[config.mk]
export PLATFORM = sky130hd
export DESIGN_NAME = adcsq_ctrl
export DESIGN_NICKNAME = d
export VERILOG_FILES = /design/src/hdl/adcsq_pkg.sv /design/src/hdl/adcsq_tad_gen.sv /design/src/hdl/adcsq_ctrl.sv
export VERILOG_INCLUDE_DIRS = /design/src /design/src/hdl
export SDC_FILE = /design/constraint.sdc
export NUM_CORES = 1
export LEC_CHECK = 0
export BUFFER_PORTS_ARGS = -buffer_cell sky130_fd_sc_hd__buf_2
export CAP_MARGIN = 30
export CORE_UTILIZATION = 30
export CTS_BUF_LIST = sky130_fd_sc_hd__clkbuf_4 sky130_fd_sc_hd__clkbuf_8 sky130_fd_sc_hd__clkbuf_16
export CTS_CLUSTER_DIAMETER = 40
export DETAILED_ROUTE_END_ITERATION = 6
export PLACE_DENSITY = 0.48
export SLEW_MARGIN = 0
export SYNTH_ARGS = -nofsm -noshare
export SYNTH_HDL_FRONTEND = slang
export SYNTH_SLANG_ARGS = --single-unit
[constraint.sdc]
create_clock -name mclk -period 2 [get_ports mclk]
set_input_delay 0.1 -clock mclk [delete_from_list [all_inputs] [get_ports mclk]]
set_output_delay 0.1 -clock mclk [all_outputs]
set_load 0.03 [all_outputs]
[src/hdl/adcsq_defs.svh]
// Constants for the converter sequencer control block.
// Assumes inclusion by bare name from every file that needs them.
`ifndef ADCSQ_DEFS_SVH
`define ADCSQ_DEFS_SVH

// ****************************************************************
// Register offsets
// ****************************************************************
`define ADCSQ_OFS_CONTROL     8'h1F
`define ADCSQ_OFS_PIN_CONFIG  8'h9F
`define ADCSQ_OFS_RESULT      8'h1E
`define ADCSQ_OFS_IRQ_FLAGS   8'h0C
`define ADCSQ_OFS_IRQ_ENABLES 8'h8C
`define ADCSQ_OFS_PORT        8'h05
`define ADCSQ_OFS_DIRECTION   8'h85

// ****************************************************************
// Field positions
// ****************************************************************
`define ADCSQ_BIT_ENABLE      0
`define ADCSQ_BIT_GO          2
`define ADCSQ_BIT_CHAN_LO     3
`define ADCSQ_BIT_CHAN_HI     4
`define ADCSQ_BIT_CLK_LO      6
`define ADCSQ_BIT_CLK_HI      7
`define ADCSQ_BIT_DONE_FLAG   6
`define ADCSQ_BIT_IRQ_ENABLE  6
`define ADCSQ_CONTROL_MASK    8'hDD

// ****************************************************************
// Reset values
// ****************************************************************
`define ADCSQ_RST_CONTROL     8'h00
`define ADCSQ_RST_PIN_CONFIG  8'h00
`define ADCSQ_RST_RESULT      8'h00
`define ADCSQ_RST_DIRECTION   8'h3F

// ****************************************************************
// Timing
// ****************************************************************
`define ADCSQ_CLK_HZ          20000000
`define ADCSQ_RC_PERIOD_NS    4000
`define ADCSQ_MCLK_PERIOD_NS  50
`define ADCSQ_RC_HALF_CYC     ((`ADCSQ_RC_PERIOD_NS / `ADCSQ_MCLK_PERIOD_NS) / 2)
`define ADCSQ_DIV2_HALF       1
`define ADCSQ_DIV8_HALF       4
`define ADCSQ_DIV32_HALF      16
`define ADCSQ_CONV_HALVES     19
`define ADCSQ_HOLDOFF_HALVES  4
`define ADCSQ_RESULT_BITS     8

`endif

[src/hdl/adcsq_pkg.sv]
// Types for the converter sequencer control block.
// Assumes adcsq_defs.svh supplies the numbers.
package adcsq_pkg;
    typedef enum logic [1:0] {
        ADCSQ_CLK_DIV2,
        ADCSQ_CLK_DIV8,
        ADCSQ_CLK_DIV32,
        ADCSQ_CLK_RC
    } adcsq_clk_sel_t;

    typedef enum logic [1:0] {
        ADCSQ_IDLE,
        ADCSQ_CONVERT,
        ADCSQ_HOLDOFF
    } adcsq_state_t;
endpackage

[src/hdl/adcsq_tad_gen.sv]
// Conversion bit period generator: emits one pulse per half period.
// Assumes mclk is the core clock; the RC source is modelled by mclk count.
`timescale 1ns/10ps
`include "adcsq_defs.svh"

module adcsq_tad_gen (
    input  wire logic                   mclk,
    input  wire logic                   reset_n,
    input  wire logic                   run,
    input  wire adcsq_pkg::adcsq_clk_sel_t sel,
    output logic                        half_tick
);
    logic [7:0] cnt_q;
    logic [7:0] cnt_d;
    logic       tick_q;
    logic       tick_d;
    logic [7:0] limit;

    // Clock select decode: Fosc/2, /8, /32, or internal RC
    always_comb begin
        case (sel)
            adcsq_pkg::ADCSQ_CLK_DIV2:  limit = 8'(`ADCSQ_DIV2_HALF);
            adcsq_pkg::ADCSQ_CLK_DIV8:  limit = 8'(`ADCSQ_DIV8_HALF);
            adcsq_pkg::ADCSQ_CLK_DIV32: limit = 8'(`ADCSQ_DIV32_HALF);
            default:                    limit = 8'(`ADCSQ_RC_HALF_CYC);
        endcase
    end

    always_comb begin
        cnt_d  = cnt_q;
        tick_d = 1'b0;
        if (!run) begin
            cnt_d = 8'h00;
        end else if (cnt_q + 8'h01 >= limit) begin
            cnt_d  = 8'h00;
            tick_d = 1'b1;
        end else begin
            cnt_d = cnt_q + 8'h01;
        end
    end

    always_ff @(posedge mclk or negedge reset_n) begin
        if (!reset_n) begin
            cnt_q  <= 8'h00;
            tick_q <= 1'b0;
        end else begin
            cnt_q  <= cnt_d;
            tick_q <= tick_d;
        end
    end

    assign half_tick = tick_q;
endmodule

[src/hdl/adcsq_ctrl.sv]
// Sequencer control for a four channel 8-bit successive approximation converter.
// Assumes a one-clock register port master and a comparator from the analog side.
//
// Implementation choice: the plain strobed port.
`timescale 1ns/10ps
`include "adcsq_defs.svh"

module adcsq_ctrl (
    input  wire logic       mclk,
    input  wire logic       reset_n,
    input  wire logic [7:0] reg_addr,
    input  wire logic [7:0] reg_wdata,
    input  wire logic       reg_wr,
    input  wire logic       reg_rd,
    output logic      [7:0] reg_rdata,
    input  wire logic       sleep_mode,
    input  wire logic       comp_in,
    input  wire logic [3:0] pin_in,
    output logic      [1:0] chan_sel,
    output logic            ref_is_pin,
    output logic            analog_power,
    output logic            sample_connect,
    output logic      [7:0] dac_code,
    output logic      [3:0] analog_mask,
    output logic            periph_irq
);
    // ****************************************************************
    // Registers
    // ****************************************************************
    logic [7:0] control_q, control_d;
    logic [7:0] pin_cfg_q, pin_cfg_d;
    logic [7:0] result_q, result_d;
    logic [7:0] sar_q, sar_d;
    logic [7:0] trial_q, trial_d;
    logic [4:0] halves_q, halves_d;
    logic       flag_q, flag_d;
    logic       irq_en_q, irq_en_d;
    logic [5:0] dir_q, dir_d;
    logic [7:0] rdata_q, rdata_d;
    logic       irq_q, irq_d;
    logic       connect_q, connect_d;
    logic [1:0] comp_s_q;
    logic [3:0] pin_s1_q, pin_s2_q;
    adcsq_pkg::adcsq_state_t state_q, state_d;
    logic       half_tick;
    logic [3:0] amask;

    // Config code 0 means every pin analog with supply reference
    function automatic logic [3:0] analog_pins(input logic [7:0] cfg);
        case (cfg[2:0])
            3'h0:    analog_pins = 4'hF;
            3'h1:    analog_pins = 4'hF;
            3'h2:    analog_pins = 4'h7;
            3'h3:    analog_pins = 4'h3;
            3'h4:    analog_pins = 4'h3;
            3'h5:    analog_pins = 4'h1;
            default: analog_pins = 4'h0;
        endcase
    endfunction

    function automatic logic ref_from_pin(input logic [7:0] cfg);
        ref_from_pin = (cfg[2:0] == 3'h1) || (cfg[2:0] == 3'h4);
    endfunction

    assign amask = analog_pins(pin_cfg_q);

    adcsq_tad_gen u_tad (
        .mclk      (mclk),
        .reset_n   (reset_n),
        .run       (control_q[`ADCSQ_BIT_ENABLE] && state_q != adcsq_pkg::ADCSQ_IDLE),
        .sel       (adcsq_pkg::adcsq_clk_sel_t'(control_q[`ADCSQ_BIT_CLK_HI:`ADCSQ_BIT_CLK_LO])),
        .half_tick (half_tick)
    );

    // ****************************************************************
    // Sequencer and register port
    // ****************************************************************
    always_comb begin
        control_d = control_q;
        pin_cfg_d = pin_cfg_q;
        result_d  = result_q;
        sar_d     = sar_q;
        trial_d   = trial_q;
        halves_d  = halves_q;
        flag_d    = flag_q;
        irq_en_d  = irq_en_q;
        dir_d     = dir_q;
        state_d   = state_q;
        connect_d = connect_q;
        rdata_d   = 8'h00;

        if (reg_wr) begin
            case (reg_addr)
                `ADCSQ_OFS_CONTROL: begin
                    control_d = reg_wdata & `ADCSQ_CONTROL_MASK;
                    // Go only arms when already enabled, so writing enable and go together sets enable but leaves go clear
                    if (!control_q[`ADCSQ_BIT_ENABLE]) begin
                        control_d[`ADCSQ_BIT_GO] = 1'b0;
                    end
                end
                `ADCSQ_OFS_PIN_CONFIG:  pin_cfg_d = {5'h00, reg_wdata[2:0]};
                `ADCSQ_OFS_RESULT:      result_d  = reg_wdata;
                `ADCSQ_OFS_IRQ_FLAGS:   flag_d    = reg_wdata[`ADCSQ_BIT_DONE_FLAG];
                `ADCSQ_OFS_IRQ_ENABLES: irq_en_d  = reg_wdata[`ADCSQ_BIT_IRQ_ENABLE];
                `ADCSQ_OFS_DIRECTION:   dir_d     = reg_wdata[5:0];
                default: ;
            endcase
        end

        case (state_q)
            adcsq_pkg::ADCSQ_IDLE: begin
                connect_d = control_q[`ADCSQ_BIT_ENABLE];
                if (control_q[`ADCSQ_BIT_GO] && control_q[`ADCSQ_BIT_ENABLE]) begin
                    state_d   = adcsq_pkg::ADCSQ_CONVERT;
                    halves_d  = 5'h00;
                    sar_d     = 8'h00;
                    trial_d   = 8'h80;
                    connect_d = 1'b0;
                end
            end
            adcsq_pkg::ADCSQ_CONVERT: begin
                if (!control_q[`ADCSQ_BIT_GO] || !control_q[`ADCSQ_BIT_ENABLE]) begin
                    state_d  = adcsq_pkg::ADCSQ_HOLDOFF;
                    halves_d = 5'h00;
                end else if (half_tick) begin
                    halves_d = halves_q + 5'h01;
                    // Odd half periods after the first sample resolve one bit each
                    if (halves_q[0] && trial_q != 8'h00) begin
                        if (comp_s_q[1]) begin
                            sar_d = sar_q | trial_q;
                        end
                        trial_d = trial_q >> 1;
                    end
                    if (halves_q == 5'(`ADCSQ_CONV_HALVES - 1)) begin
                        // Result, go clear and flag land together
                        result_d  = sar_d;
                        control_d[`ADCSQ_BIT_GO] = 1'b0;
                        flag_d    = 1'b1;
                        state_d   = adcsq_pkg::ADCSQ_HOLDOFF;
                        halves_d  = 5'h00;
                    end
                end
            end
            adcsq_pkg::ADCSQ_HOLDOFF: begin
                // Go set during holdoff waits until holdoff ends, then starts from idle without reconnecting the holding capacitor
                if (!control_q[`ADCSQ_BIT_ENABLE]) begin
                    state_d = adcsq_pkg::ADCSQ_IDLE;
                end else if (half_tick) begin
                    halves_d = halves_q + 5'h01;
                    if (halves_q == 5'(`ADCSQ_HOLDOFF_HALVES - 1)) begin
                        state_d = adcsq_pkg::ADCSQ_IDLE;
                    end
                end
            end
            default: state_d = adcsq_pkg::ADCSQ_IDLE;
        endcase

        if (reg_rd) begin
            case (reg_addr)
                `ADCSQ_OFS_CONTROL:     rdata_d = control_q;
                `ADCSQ_OFS_PIN_CONFIG:  rdata_d = pin_cfg_q;
                `ADCSQ_OFS_RESULT:      rdata_d = result_q;
                `ADCSQ_OFS_IRQ_FLAGS:   rdata_d = {1'b0, flag_q, 6'h00};
                `ADCSQ_OFS_IRQ_ENABLES: rdata_d = {1'b0, irq_en_q, 6'h00};
                `ADCSQ_OFS_DIRECTION:   rdata_d = {2'b00, dir_q};
                `ADCSQ_OFS_PORT:        rdata_d = {4'h0, pin_s2_q & ~amask};
                default:                rdata_d = 8'h00;
            endcase
        end

        irq_d = flag_d && irq_en_d;
    end

    always_ff @(posedge mclk or negedge reset_n) begin
        if (!reset_n) begin
            control_q <= `ADCSQ_RST_CONTROL;
            pin_cfg_q <= `ADCSQ_RST_PIN_CONFIG;
            result_q  <= `ADCSQ_RST_RESULT;
            sar_q     <= 8'h00;
            trial_q   <= 8'h00;
            halves_q  <= 5'h00;
            flag_q    <= 1'b0;
            irq_en_q  <= 1'b0;
            dir_q     <= 6'(`ADCSQ_RST_DIRECTION);
            rdata_q   <= 8'h00;
            irq_q     <= 1'b0;
            connect_q <= 1'b0;
            state_q   <= adcsq_pkg::ADCSQ_IDLE;
        end else begin
            control_q <= control_d;
            pin_cfg_q <= pin_cfg_d;
            result_q  <= result_d;
            sar_q     <= sar_d;
            trial_q   <= trial_d;
            halves_q  <= halves_d;
            flag_q    <= flag_d;
            irq_en_q  <= irq_en_d;
            dir_q     <= dir_d;
            rdata_q   <= rdata_d;
            irq_q     <= irq_d;
            connect_q <= connect_d;
            state_q   <= state_d;
        end
    end

    // ****************************************************************
    // Input synchronisers
    // ****************************************************************
    // Sleep does not gate anything here, so conversions run on through it
    always_ff @(posedge mclk or negedge reset_n) begin
        if (!reset_n) begin
            comp_s_q <= 2'b00;
            pin_s1_q <= 4'h0;
            pin_s2_q <= 4'h0;
        end else begin
            comp_s_q <= {comp_s_q[0], comp_in};
            pin_s1_q <= pin_in;
            pin_s2_q <= pin_s1_q;
        end
    end

    // ****************************************************************
    // Outputs
    // ****************************************************************
    logic [1:0] chan_q;
    logic       ref_q, power_q;
    logic [7:0] dac_q;
    logic [3:0] amask_q;
    always_ff @(posedge mclk or negedge reset_n) begin
        if (!reset_n) begin
            chan_q  <= 2'b00;
            ref_q   <= 1'b0;
            power_q <= 1'b0;
            dac_q   <= 8'h00;
            amask_q <= 4'hF;
        end else begin
            chan_q  <= control_q[`ADCSQ_BIT_CHAN_HI:`ADCSQ_BIT_CHAN_LO];
            ref_q   <= ref_from_pin(pin_cfg_q);
            power_q <= control_q[`ADCSQ_BIT_ENABLE];
            dac_q   <= sar_q | trial_q;
            amask_q <= amask;
        end
    end

    assign reg_rdata      = rdata_q;
    assign chan_sel       = chan_q;
    assign ref_is_pin     = ref_q;
    assign analog_power   = power_q;
    assign sample_connect = connect_q;
    assign dac_code       = dac_q;
    assign analog_mask    = amask_q;
    assign periph_irq     = irq_q;

    // ****************************************************************
    // Checks
    // ****************************************************************
    chk_done_event: assert property (@(posedge mclk) disable iff (!reset_n)
        (state_q == adcsq_pkg::ADCSQ_CONVERT && state_d == adcsq_pkg::ADCSQ_HOLDOFF
         && control_q[`ADCSQ_BIT_GO] && control_q[`ADCSQ_BIT_ENABLE])
        |=> flag_q && !control_q[`ADCSQ_BIT_GO])
        else $error("completion did not set flag and clear go");
    chk_abort_keeps: assert property (@(posedge mclk) disable iff (!reset_n)
        (state_q == adcsq_pkg::ADCSQ_CONVERT && !control_q[`ADCSQ_BIT_GO] && !reg_wr)
        |=> $stable(result_q))
        else $error("abort changed result");
    chk_irq_follows: assert property (@(posedge mclk) disable iff (!reset_n)
        (flag_q && irq_en_q) |-> periph_irq)
        else $error("interrupt request missing");
    chk_reserved_zero: assert property (@(posedge mclk) disable iff (!reset_n)
        (control_q & ~`ADCSQ_CONTROL_MASK) == 8'h00)
        else $error("reserved control bits set");
    chk_go_needs_on: assert property (@(posedge mclk) disable iff (!reset_n)
        (reg_wr && reg_addr == `ADCSQ_OFS_CONTROL && !control_q[`ADCSQ_BIT_ENABLE])
        |=> !control_q[`ADCSQ_BIT_GO])
        else $error("go armed while converter off");
    chk_port_zero: assert property (@(posedge mclk) disable iff (!reset_n)
        (reg_rd && reg_addr == `ADCSQ_OFS_PORT) |=> (reg_rdata[3:0] & amask) == 4'h0)
        else $error("analog pin read non-zero");
    chk_holdoff_min: assert property (@(posedge mclk) disable iff (!reset_n)
        (state_q == adcsq_pkg::ADCSQ_HOLDOFF && state_d == adcsq_pkg::ADCSQ_IDLE
         && control_q[`ADCSQ_BIT_ENABLE]) |-> halves_q == 5'(`ADCSQ_HOLDOFF_HALVES - 1))
        else $error("holdoff ended early");
    chk_power_follow: assert property (@(posedge mclk) disable iff (!reset_n)
        ##1 analog_power == $past(control_q[`ADCSQ_BIT_ENABLE]))
        else $error("power output wrong");
    cov_convert_done: cover property (@(posedge mclk) disable iff (!reset_n)
        $rose(flag_q));
    cov_abort: cover property (@(posedge mclk) disable iff (!reset_n)
        state_q == adcsq_pkg::ADCSQ_CONVERT && !control_q[`ADCSQ_BIT_GO]);
    cov_sleep_conv: cover property (@(posedge mclk) disable iff (!reset_n)
        sleep_mode && $rose(flag_q));
endmodule

Word-level counts from Yosys, hierarchy flattened
Index checks and enable logic that the tools add are counted.
Word-level totals
  flip-flop bits (word level): 93
  latch bits: 0
  bits in writable memories: 0
  ROM bits: 0
  input bits: 26
  output and inout port bits: 26
  logic and storage cells: 138
  memories kept: 0
Cells by class
  $add $sub $neg: 2
  $mul: 0
  divide/modulo/power cells: 0
  order comparisons: 1
  eq/ne operators: 28
  shift operators: 0
  mux-type cells: 56
  bitwise logic cells: 3
  reduce and logical (&&, ||, !) cells: 24
Operators with widths (number)
  two-way mux 8 bit: 18
  one-hot mux 8 bit (7 select lines): 1
  one-hot mux 8 bit (2 select lines): 2
  two-way mux 5 bit: 6
  equality test 8 bit (second input constant): 3
  one-hot mux 6 bit (3 select lines): 1
  equality test 8 x 5 -> 1 bit (second input constant): 2
  two-way mux 1 bit: 16
  one-hot mux 4 bit (4 select lines): 1
  one-hot mux 5 bit (3 select lines): 1
  AND reduction 5 bit: 3
  two-way mux 2 bit: 7
  adder 8 x 1 -> 8 bit (second input constant): 1
  equality test 8 x 3 -> 1 bit (second input constant): 1
  equality test 8 x 4 -> 1 bit (second input constant): 1
  greater-or-equal comparator 8 x 6 -> 1 bit: 1
  != test 2 bit (second input constant): 4
  bitwise OR 8 bit: 1
  nonzero test 8 bit: 1
  equality test 3 x 2 -> 1 bit (second input constant): 2
  equality test 3 bit (second input constant): 2
  two-way mux 3 bit: 2
  != test 3 x 2 -> 1 bit (second input constant): 2
  != test 3 bit (second input constant): 2
  20 further kinds: 33

Longest topological paths before layout
Gate-level depths: netlist of the first run.
  word-level depth: 8
  depth in mapped cells: 8

Modules after synthesis
Synthesis of the first run repeated with hierarchy kept, for this count alone.
Second synthesis, totals
  cell total of the unflattened synthesis: 371
  area, all modules: 4340.4 um^2
Modules (own cells, without submodules)
  adcsq_ctrl: times used 1, cells each 323, area an instance 3774.9 um^2, seq. area each 2114.5 um^2
  adcsq_tad_gen: times used 1, cells each 48, area an instance 565.5 um^2, seq. area each 225.2 um^2

Worst setup path before layout of the first run
OpenSTA, ideal clock, no wires.
  path kind: register to register
  start point: register u_tad.cnt_q[0]
  end point: register u_tad.tick_q, in the netlist u_tad.half_tick
  data arrival time: 1774 ps
  setup slack: 100 ps
  stages on the path, launching flop included: 7
  clock period less this slack: 1900 ps
  cell sequence: dfrtp_1 ha_1 nand3_1 or4_1 and3_1 buf_2 o311a_1
On the way
  cells in the longest elaborated chain, start to end: 4
Ends and longest elaborated chain
  start, declared: line adcsq_tad_gen.sv:13  | logic [7:0] cnt_q;
  start signal, assigned: line adcsq_tad_gen.sv:47  | cnt_q <= cnt_d;
  adder 8 x 1 -> 8 bit: line adcsq_tad_gen.sv:34  | end else if (cnt_q + 8'h01 >= limit) begin
  greater-or-equal comparator 8 x 6 -> 1 bit: line adcsq_tad_gen.sv:34
  two-way mux 1 bit: line adcsq_tad_gen.sv:34
  two-way mux 1 bit: line adcsq_tad_gen.sv:32  | if (!run) begin
  net u_tad.tick_d: line adcsq_tad_gen.sv:16  | logic tick_d;
  end signal, assigned: line adcsq_tad_gen.sv:48  | tick_q <= tick_d;
  end, declared: line adcsq_tad_gen.sv:15  | logic tick_q;
The timed path passes the listed nets, and every way through them passes these cells.
A chain may end at the register's enable or synchronous reset.

Worst setup path after layout of the first run
  start point: register u_tad.cnt_q[1]
  end point: register u_tad.tick_q, in the netlist u_tad.half_tick
The elaborated chain is that of the path after synthesis.

==> key figures, run 1 <==
Synth
  – EDFF count, synth: 0
  – Mapped cell area: 4280 sq um
  – Post-synth top flop: dfrtp_1
  – Synth cell types: 55
  – Post-Synthesis Cells: 374
  – Seq/Total Area, Yosys: 0.547
  – Syn_area_per_cell: 11.4 sq um
  – Synth warnings: 0
  – Synthesis-stage register bit count: 93
  – Async S/R FF share, synth: 1.00

Finish
  – # diodes: 0
  – Area growth syn-to-layout: 23.0%
  – Commonest non-fill, non-tap cell in the layout: dfrtp_1
  – Layout cells sized above 1: 0.319
  – Final nets: between 400 and 500
  – Most frequent cells in the layout: dfrtp_1, buf_2, nand2_1, o21ai_0, mux2i_1

Route
  – Routed WL per cell: ~15 microns
  – DR DRC count: 0
  – DRT antenna net count: 0
  – Routed vias/inst: between 4 and 5
  – Routed vias: 3099
  – Initial DRC Count: 160
  – Final WL: between 9 and 10 mm
  – TritonRoute pass-1 iters: 4

Clocking
  – Setup Buffers After CTS: 0
  – Clk sinks: 93
  – Max Buffers Root-to-Sink: 2
  – Worst-path clk slew: 0.07 ns
  – Worst-Skew Late Latency: 0.34 ns
  – TritonCTS clock tree: yes
  – Root buf cell: clkbuf_16
  – Htree depth: 3
  – TritonCTS buffer count: 9

Timing
  – Final Setup Violations: 0
  – Unrepaired setup endpoints after global routing: yes
  – Final worst slack: around 0.038 ns
  – Worst clock skew: 0.00622 ns
  – Final min period: roughly 2 ns
  – Hold slack: about 0.015 ns
  – Worst Max-Slew Pin Slew: 0.560 ns
  – Post-Route Setup TNS: 0 ns
  – Hold Vio Cnt, Final: 0
  – Max Slew Vio Count: 0
  – Top achievable clock speed: approximately 0.5 GHz
  – Final Cycle Share: 0.981
  – Relative slew margins: 0.627

Critical path
  – Crit path required time: 2.22 ns
  – Critical path arrival: approximately 2.2 ns
  – Critical-path maximum fanout: 7
  – Worst path cell trace: ha_2 -> nand3_2 -> or4_1 -> and3_2 -> o311a_1
  – Reg2reg setup slack: roughly 0.038 ns
  – CP peak stage delay: 0.50 ns
  – WP depth: 5
  – Worst r2r path cells: 5
  – CP Capture Type: register
  – Critical path's slowest cell: or4_1
  – WP buf/inv: 0
  – CP Class: register to register
  – Largest delay share family, worst path: simple AND/OR/NAND/NOR gates
  – CP Launch Type: register

Global route
  – Vias in the first global route: 3063
  – Grt ovf: 0
  – Initial antenna violation count: 0
  – GRT Util Overall: 0.140
  – Largest net degree at the start of global routing: 43
  – First-pass GRT wire length: 15.7 mm

Die
  – Cell row count: 43
  – Initial core utilization: 0.308
  – Core area: around 14000 sq um
  – Die Area: about 15000 sq um
  – Die Y: around 120 microns
  – Die span in x: 121 microns
  – Ports: between 50 and 60

Power
  – Pwr dens: 851 nW/um^2
  – Static Leak: 2.35 nW
  – Max VDD drop: 364 uV

Worst hold path
  – Hold Path Cell Cnt: 2
  – Min-Delay Path Class: input port to register

Place
  – Pre-CTS setup slack: -0.0212 ns
  – I/O Buffers: 50
  – RD Place Congestion: 0.778
  – DP Wirelength: 6.90 mm

Status
  – Status: completed

Job
  – MaxCap Viol Count: 0
-- cell usage after synthesis, types with 9 or more instances --
cell / n / area, sq um
nand3_1: 17 / 85.1
nand2b_1: 11 / 68.8
o21ai_0: 29 / 145
a21oi_1: 18 / 90.1
mux2_2: 20 / 225
nor2_1: 15 / 56.3
nand2_1: 28 / 105
dfrtp_1: 83 / 2080
ha_1: 12 / 150
dfstp_2: 10 / 263
mux2i_1: 21 / 210
inv_1: 9 / 33.8
-- power by group --
group | internal (mW) | switching (mW)
clock network | 0.992 | 0.744
registers | 1.97 | 0.0604
logic | 0.298 | 0.413
total | 3.26 | 1.22
-- layout make-up --
cell class	count	area, sq um
inverters	9	33.8
clock inverters	6	70.1
repair buffers	75	468
flip-flops and latches	93	2340
fillers	1383	8620
clock buffers	10	233
multi-input cells	258	1890
well taps	180	225
-- cell families (layout without fill, tap and decap cells) --
logic type | count (synthesis) | count (layout) | synth area share
buffers and inverters | 24 | 100 | 0.0225
multiplexers | 41 | 41 | 0.102
AND/OR/NAND/NOR | 124 | 124 | 0.176
flip-flops | 93 | 93 | 0.547
adder cells (fa/ha/maj) | 12 | 12 | 0.0351
other | 1 | 2 | 0.000877
AO/OA/AOI/OAI | 74 | 74 | 0.106
XOR/XNOR | 5 | 5 | 0.0102
-- path summary, 6_finish.rpt --
| check | from | end |
|---|---|---|
| max | u_tad.cnt_q[1]$_DFF_PN0_ | u_tad.half_tick$_DFF_PN0_ |
| min | reg_wdata[5] | dir_q[5]$_DFFE_PN1P_ |
| min in group asynchronous | reset_n | control_q[3]$_DFFE_PN0P_ |
| max reg2reg | u_tad.cnt_q[1]$_DFF_PN0_ | u_tad.half_tick$_DFF_PN0_ |
| min reg2reg | pin_s1_q[0]$_DFF_PN0_ | pin_s2_q[0]$_DFF_PN0_ |
| max in group asynchronous | reset_n | dir_q[5]$_DFFE_PN1P_ |
-- sequential cells by signal (all words and copies together) (netlist names), 2 cells and up --
signal	flops
u_tad.cnt_q	8
chan_sel	2
comp_s_q	2
control_q	6
pin_s1_q	4
reg_rdata	8
sar_q	8
pin_s2_q	4
analog_mask	4
dir_q	6
dac_code	8
halves_q	5
trial_q	8
pin_cfg_q	3
state_q	2
result_q	8
-- repair_timing --
item / in CTS / in global routing
hold endpoints to repair: 42 / 0
resized for setup: 4 / 7
pin swaps: 1 / 0
hold buffers: 6 / 0
setup endpoints to repair: 6 / 11
-- metrics by stage --
stage / util / cell area, sq um / power, mW / instances
after floorplan: - / 4280 / 2.50 / 375
after global placement: 0.350 / 4850 / 2.76 / 609
after detailed placement: 0.350 / 4850 / 2.77 / 609
after CTS: 0.377 / 5230 / 4.54 / 631
after global routing: 0.379 / 5260 / 4.72 / 631
final: 0.379 / 5260 / 4.48 / 631
-- worst register-to-register path: cells and delay by family (launching register included) --
family / cells / cell delay [ns]
DFF: 1 / 0.38
and+or+nand+nor: 3 / 0.91
adders and majority gates: 1 / 0.25
AOI/OAI and AO/OA: 1 / 0.31
-- routing by layer --
metal	global-route usage	part of all wire
met1	0.179	0.47
met2	0.227	0.48
met3	0.0409	0.038
met4	0.0424	0.013
met5	0	0
No activity file was read; power rests on OpenSTA's default activity.
==> run 2, diff against run 1 <==
--- a/config.mk
+++ b/config.mk
@@ -12,7 +12,7 @@
 export CTS_BUF_LIST = sky130_fd_sc_hd__clkbuf_4 sky130_fd_sc_hd__clkbuf_8 sky130_fd_sc_hd__clkbuf_16
 export CTS_CLUSTER_DIAMETER = 40
 export DETAILED_ROUTE_END_ITERATION = 6
-export PLACE_DENSITY = 0.48
+export PLACE_DENSITY = 0.47
 export SLEW_MARGIN = 0
 export SYNTH_ARGS = -nofsm -noshare
 export SYNTH_HDL_FRONTEND = slang
==> constraint.sdc (replaced) <==
create_clock -name mclk -period 2.4 [get_ports mclk]
set_input_delay 0.12 -clock mclk [delete_from_list [all_inputs] [get_ports mclk]]
set_output_delay 0.12 -clock mclk [all_outputs]
set_load 0.03 [all_outputs]
==> run 2 against run 1 <==
Against the previous run: register-to-register slack better by 0.29 ns; hold slack better by 0.019 ns; critical endpoint is now u_tad.cnt_q[5]$_DFF_PN0_; utilization is 0.88 points lower; worst setup slack better by 0.29 ns; sequential share of layout area is 1.1 points higher.
==> key figures, run 2 (synthesized netlist as in run 1, its figures left out) <==
Status
  – Status: completed

Critical path
  – CP Capture Type: register
  – Crit-path most repeated cell: ha_1
  – CP peak stage delay: roughly 0.43 ns
  – CP Launch Type: register
  – Critical-path maximum fanout: 6
  – Critical path arrival: 2.28 ns
  – Critical path's slowest cell: dfrtp_1
  – Worst path cell trace: ha_1 -> xor2_1 -> ha_1 -> o21ai_0 -> o21a_1 -> o21ai_1 -> nor3b_1
  – Crit path required time: 2.61 ns
  – CP Class: register to register

Finish
  – Final nets: 474
  – Layout cells sized above 1: 0.281
  – Commonest non-fill, non-tap cell in the layout: dfrtp_1
  – Layout Cells excl Fill: 621
  – # diodes: 0
  – Design area: 5140 sq um
  – Area growth syn-to-layout: 20.1%
  – Most frequent cells in the layout: dfrtp_1, buf_2, o21ai_0

Timing
  – Max Slew Vio Count: 0
  – Final min period: 2.07 ns
  – Top achievable clock speed: 0.484 GHz
  – Post-Route Setup TNS: 0 ns
  – Relative slew margins: 0.643
  – Worst clock skew: 0.00738 ns
  – Unrepaired setup endpoints after global routing: no
  – Final Setup Violations: 0
  – Hold slack: 0.0338 ns
  – Final worst slack: 0.333 ns
  – Worst Max-Slew Pin Slew: 0.536 ns
  – Hold Vio Cnt, Final: 0
  – Final Cycle Share: 0.861

Place
  – Area post-placement: 4780 sq um
  – DP Wirelength: 6.57 mm
  – RD Place Congestion: 0.760
  – Inst Count DP: 599
  – Pre-CTS setup slack: 0.341 ns
  – I/O Buffers: 50

Clocking
  – Worst-Skew Late Latency: 0.35 ns
  – Clk sinks: 93
  – # resized after CTS: 0
  – Setup Buffers After CTS: 0
  – Htree depth: 3
  – Worst-path clk slew: 0.07 ns
  – Root buf cell: clkbuf_16
  – TritonCTS clock tree: yes
  – TritonCTS buffer count: 9
  – Max Buffers Root-to-Sink: 2

Global route
  – First-pass GRT wire length: 15.5 mm
  – Vias in the first global route: 3096
  – Grt ovf: 0
  – Largest net degree at the start of global routing: 65
  – Initial antenna violation count: 0
  – GRT Util Overall: 0.138

Power
  – Sequential Power Share: 0.457
  – Clock group share of total power: 0.389
  – Max VDD drop: between 200 and 300 uV
  – Int Power: 2.68 mW
  – Psw: 1.02 mW
  – Combinational power share: 0.154
  – Static Leak: 2.30 nW
  – Pwr dens: 720 nW/um^2
  – Switch share: 0.275

Die
  – Core area: 13900 sq um
  – Cell row count: 43
  – Initial core utilization: 0.308
  – Die Y: 121 microns
  – Die span in x: about 120 microns
  – Die Area: about 15000 sq um
  – Ports: 52

Route
  – DRT antenna net count: 0
  – Routed vias/inst: slightly below 5
  – Initial DRC Count: 217
  – TritonRoute pass-1 iters: 4
  – Final WL: about 9 mm
  – Routed WL per cell: 14.9 microns
  – DR DRC count: 0
  – Routed vias: 3000

Job
  – MaxCap Viol Count: 0

Worst hold path
  – Min-Delay Path Class: input port to register
## run 2: what timing repair did
item,in CTS,in global routing
setup endpoints to repair,0,0
endpoints found under the hold margin,27,0
hold buffers,6,0
## run 2: final cells by class
class | instances | area, sq um
fill | 1428 | 8740
tap | 180 | 225
multi-input combinational | 258 | 1850
inverter | 9 | 33.8
timing repair buffer | 65 | 393
clock buffer | 9 | 225
clock inverter | 7 | 75.1
sequential | 93 | 2340
## run 2: worst paths after layout
path	start	endpoint	slack (ns)	cells past startpoint
max in group asynchronous	reset_n	dir_q[3]$_DFFE_PN1P_	1.48	3
worst min-delay path	reg_wdata[7]	control_q[7]$_DFFE_PN0P_	0.03	2
worst max-delay path	u_tad.cnt_q[0]$_DFF_PN0_	u_tad.cnt_q[5]$_DFF_PN0_	0.33	7
worst max register to register	u_tad.cnt_q[0]$_DFF_PN0_	u_tad.cnt_q[5]$_DFF_PN0_	0.33	7
min in group asynchronous	reset_n	reg_rdata[3]$_DFF_PN0_	0.23	2
worst min register to register	comp_s_q[0]$_DFF_PN0_	comp_s_q[1]$_DFF_PN0_	0.35	0
## run 2: stage by stage
| step | util | total power [mW] |
|---|---|---|
| CTS | 0.370 | 3.76 |
| floorplan | - | 2.08 |
| detailed placement | 0.344 | 2.29 |
| finish | 0.370 | 3.70 |
| global route | 0.370 | 3.89 |
| global placement | 0.344 | 2.28 |
## run 2: worst max-delay path, delay by kind of cell (launching register included)
family / cells / cell delay (ns)
adder cells (fa/ha/maj): 2 / 0.54
AO/OA/AOI/OAI: 3 / 0.65
AND/OR/NAND/NOR: 1 / 0.11
XOR/XNOR: 1 / 0.19
flip-flops: 1 / 0.43
## run 2: power groups by stage
| stage | logic (mW) | clock network, mW | registers [mW] |
|---|---|---|---|
| 2_1_floorplan | 0.355 | 0 | 1.73 |
| 3_3_place_gp | 0.567 | 0 | 1.72 |
| 3_5_place_dp | 0.572 | 0 | 1.72 |
| 4_1_cts | 0.583 | 1.48 | 1.69 |
| 5_1_grt | 0.642 | 1.54 | 1.70 |
| 6_report | 0.572 | 1.44 | 1.69 |
## run 2: layer usage
layer  routed length (microns)  up-vias  global-route usage
met5                         0        -                   0
met4                       204        0              0.0694
met3                       344       16              0.0287
met2                      4190       50               0.212
met1                      4510     1466               0.184
li1                          -     1468                   -
==> run 3, diff against run 2 <==
--- a/config.mk
+++ b/config.mk
@@ -12,7 +12,9 @@
 export CTS_BUF_LIST = sky130_fd_sc_hd__clkbuf_4 sky130_fd_sc_hd__clkbuf_8 sky130_fd_sc_hd__clkbuf_16
 export CTS_CLUSTER_DIAMETER = 40
 export DETAILED_ROUTE_END_ITERATION = 6
+export HOLD_SLACK_MARGIN = 0.08
 export PLACE_DENSITY = 0.47
+export SKIP_CTS_REPAIR_TIMING = 1
 export SLEW_MARGIN = 0
 export SYNTH_ARGS = -nofsm -noshare
 export SYNTH_HDL_FRONTEND = slang
==> run 3 against run 2 <==
Against the previous run: combinational power increased by 1%; clock power is essentially flat; worst setup slack hardly changed; clock skew grew 0.00086 ns; sequential power about the same; non-clock buffer count up 6; sequential share of layout area decreased by 0.53 points; critical path depth is the same; critical path type unchanged.
==> key figures, run 3 (synthesized netlist as in run 1, its figures left out) <==
Die
  – Die Y: 121 microns
  – Cell row count: 43
  – Die Area: 14700 sq um
  – Initial core utilization: 0.308
  – Core area: ~14000 sq um
  – Ports: 52
  – Die span in x: 121 microns

Route
  – Final WL: 9.29 mm
  – DR DRC count: 0
  – Routed WL per cell: between 10 and 15 microns
  – DRT antenna net count: 0
  – Routed vias/inst: approximately 4.8
  – TritonRoute pass-1 iters: 4
  – Routed vias: 3020
  – Initial DRC Count: ~240

Clocking
  – Worst-path clk slew: 0.07 ns
  – TritonCTS clock tree: yes
  – TritonCTS buffer count: 9
  – Root buf cell: clkbuf_16
  – Worst-Skew Late Latency: 0.35 ns
  – Clk sinks: 93
  – Max Buffers Root-to-Sink: 2
  – Htree depth: 3

Critical path
  – CP peak stage delay: 0.43 ns
  – WP buf/inv: 0
  – CP Launch Type: register
  – Largest delay share family, worst path: compound AO/OA/AOI/OAI gates
  – CP Class: register to register
  – Critical path arrival: 2.28 ns
  – Critical path's slowest cell: dfrtp_1
  – Worst path cell trace: ha_1 -> xor2_1 -> ha_1 -> o21ai_0 -> o21a_1 -> o21ai_1 -> nor3b_1
  – Crit path required time: around 2.6 ns
  – CP Capture Type: register
  – Critical-path maximum fanout: 6
  – Crit-path most repeated cell: ha_1

Timing
  – Max Slew Vio Count: 0
  – Post-Route Setup TNS: 0 ns
  – Unrepaired setup endpoints after global routing: no
  – Relative slew margins: 0.643
  – Final Cycle Share: 0.862
  – Hold Vio Cnt, Final: 0
  – Hold slack: a little over 0.08 ns
  – Final min period: 2.07 ns
  – Final Setup Violations: 0
  – Worst clock skew: 0.00824 ns
  – Worst Max-Slew Pin Slew: about 0.54 ns
  – Top achievable clock speed: 0.484 GHz

Power
  – Pwr dens: 714 nW/um^2
  – Static Leak: 2.33 nW
  – Max VDD drop: a little under 300 uV
  – Total chip power: 3.71 mW

Global route
  – Grt ovf: 0
  – Largest net degree at the start of global routing: 65
  – GRT Util Overall: 0.138
  – First-pass GRT wire length: 15.5 mm
  – Initial antenna violation count: 0
  – Vias in the first global route: 3089

Finish
  – Area growth syn-to-layout: 21.5%
  – Fillers: 1423
  – Layout cells sized above 1: 0.277
  – # diodes: 0
  – Most frequent cells in the layout: dfrtp_1, buf_2, o21ai_0
  – Commonest non-fill, non-tap cell in the layout: dfrtp_1
  – Final nets: 480

Place
  – RD Place Congestion: 0.760
  – DP Wirelength: roughly 6.6 mm
  – I/O Buffers: 50

Status
  – Status: completed

Job
  – MaxCap Viol Count: 0

Worst hold path
  – Min-Delay Path Class: input port to register
[run 3: per-layer routing]
layer  vias to the layer above  global-route usage  part of all wire
li1                       1480                   -                 -
met1                      1474               0.183              0.49
met2                        50               0.211              0.45
met3                        16              0.0287             0.036
met4                         0              0.0694             0.022
met5                         -                   0                 0
[run 3: metrics by stage]
step / instances / utilization / worst slack (ns) / instance area, sq um
after floorplan: 375 / - / 0.500 / 4280
after global placement: 599 / 0.344 / 0.367 / 4780
after detailed placement: 599 / 0.344 / 0.341 / 4780
after CTS: 615 / 0.366 / 0.320 / 5080
after global routing: 627 / 0.374 / 0.0725 / 5200
final: 627 / 0.374 / 0.332 / 5200
[run 3: layout make-up]
type,instances,area [sq um],area share
multi-input cells,258,1850,0.355
clock buffers,9,225,0.0433
inverters,9,33.8,0.00650
well taps,180,225,0.0433
flip-flops and latches,93,2340,0.450
clock inverters,7,75.1,0.0144
repair buffers,71,453,0.0871
[run 3: path summary, 6_finish.rpt]
check                           slack, ns  depth (start not counted)                        to                      from
worst min-delay path                 0.08                          3    control_q[2]$_DFF_PN0_              reg_wdata[2]
worst max-delay path                 0.33                          7  u_tad.cnt_q[5]$_DFF_PN0_  u_tad.cnt_q[0]$_DFF_PN0_
worst min register to register       0.35                          0     comp_s_q[1]$_DFF_PN0_     comp_s_q[0]$_DFF_PN0_
min in group asynchronous            0.23                          2    reg_rdata[3]$_DFF_PN0_                   reset_n
max in group asynchronous            1.49                          3      dir_q[3]$_DFFE_PN1P_                   reset_n
worst max register to register       0.33                          7  u_tad.cnt_q[5]$_DFF_PN0_  u_tad.cnt_q[0]$_DFF_PN0_
[run 3: worst min-delay path, delay by kind of cell]
family | cells | cell delay, ns
AO/OA/AOI/OAI | 1 | 0.06
buffers and inverters | 1 | 0.13
AND/OR/NAND/NOR | 1 | 0.08
[run 3: power breakdown]
group          internal (mW)  switching, mW  leakage (nW)
combinational          0.237          0.342          1.01
sequential              1.64         0.0482          1.18
clock                  0.811          0.631         0.138
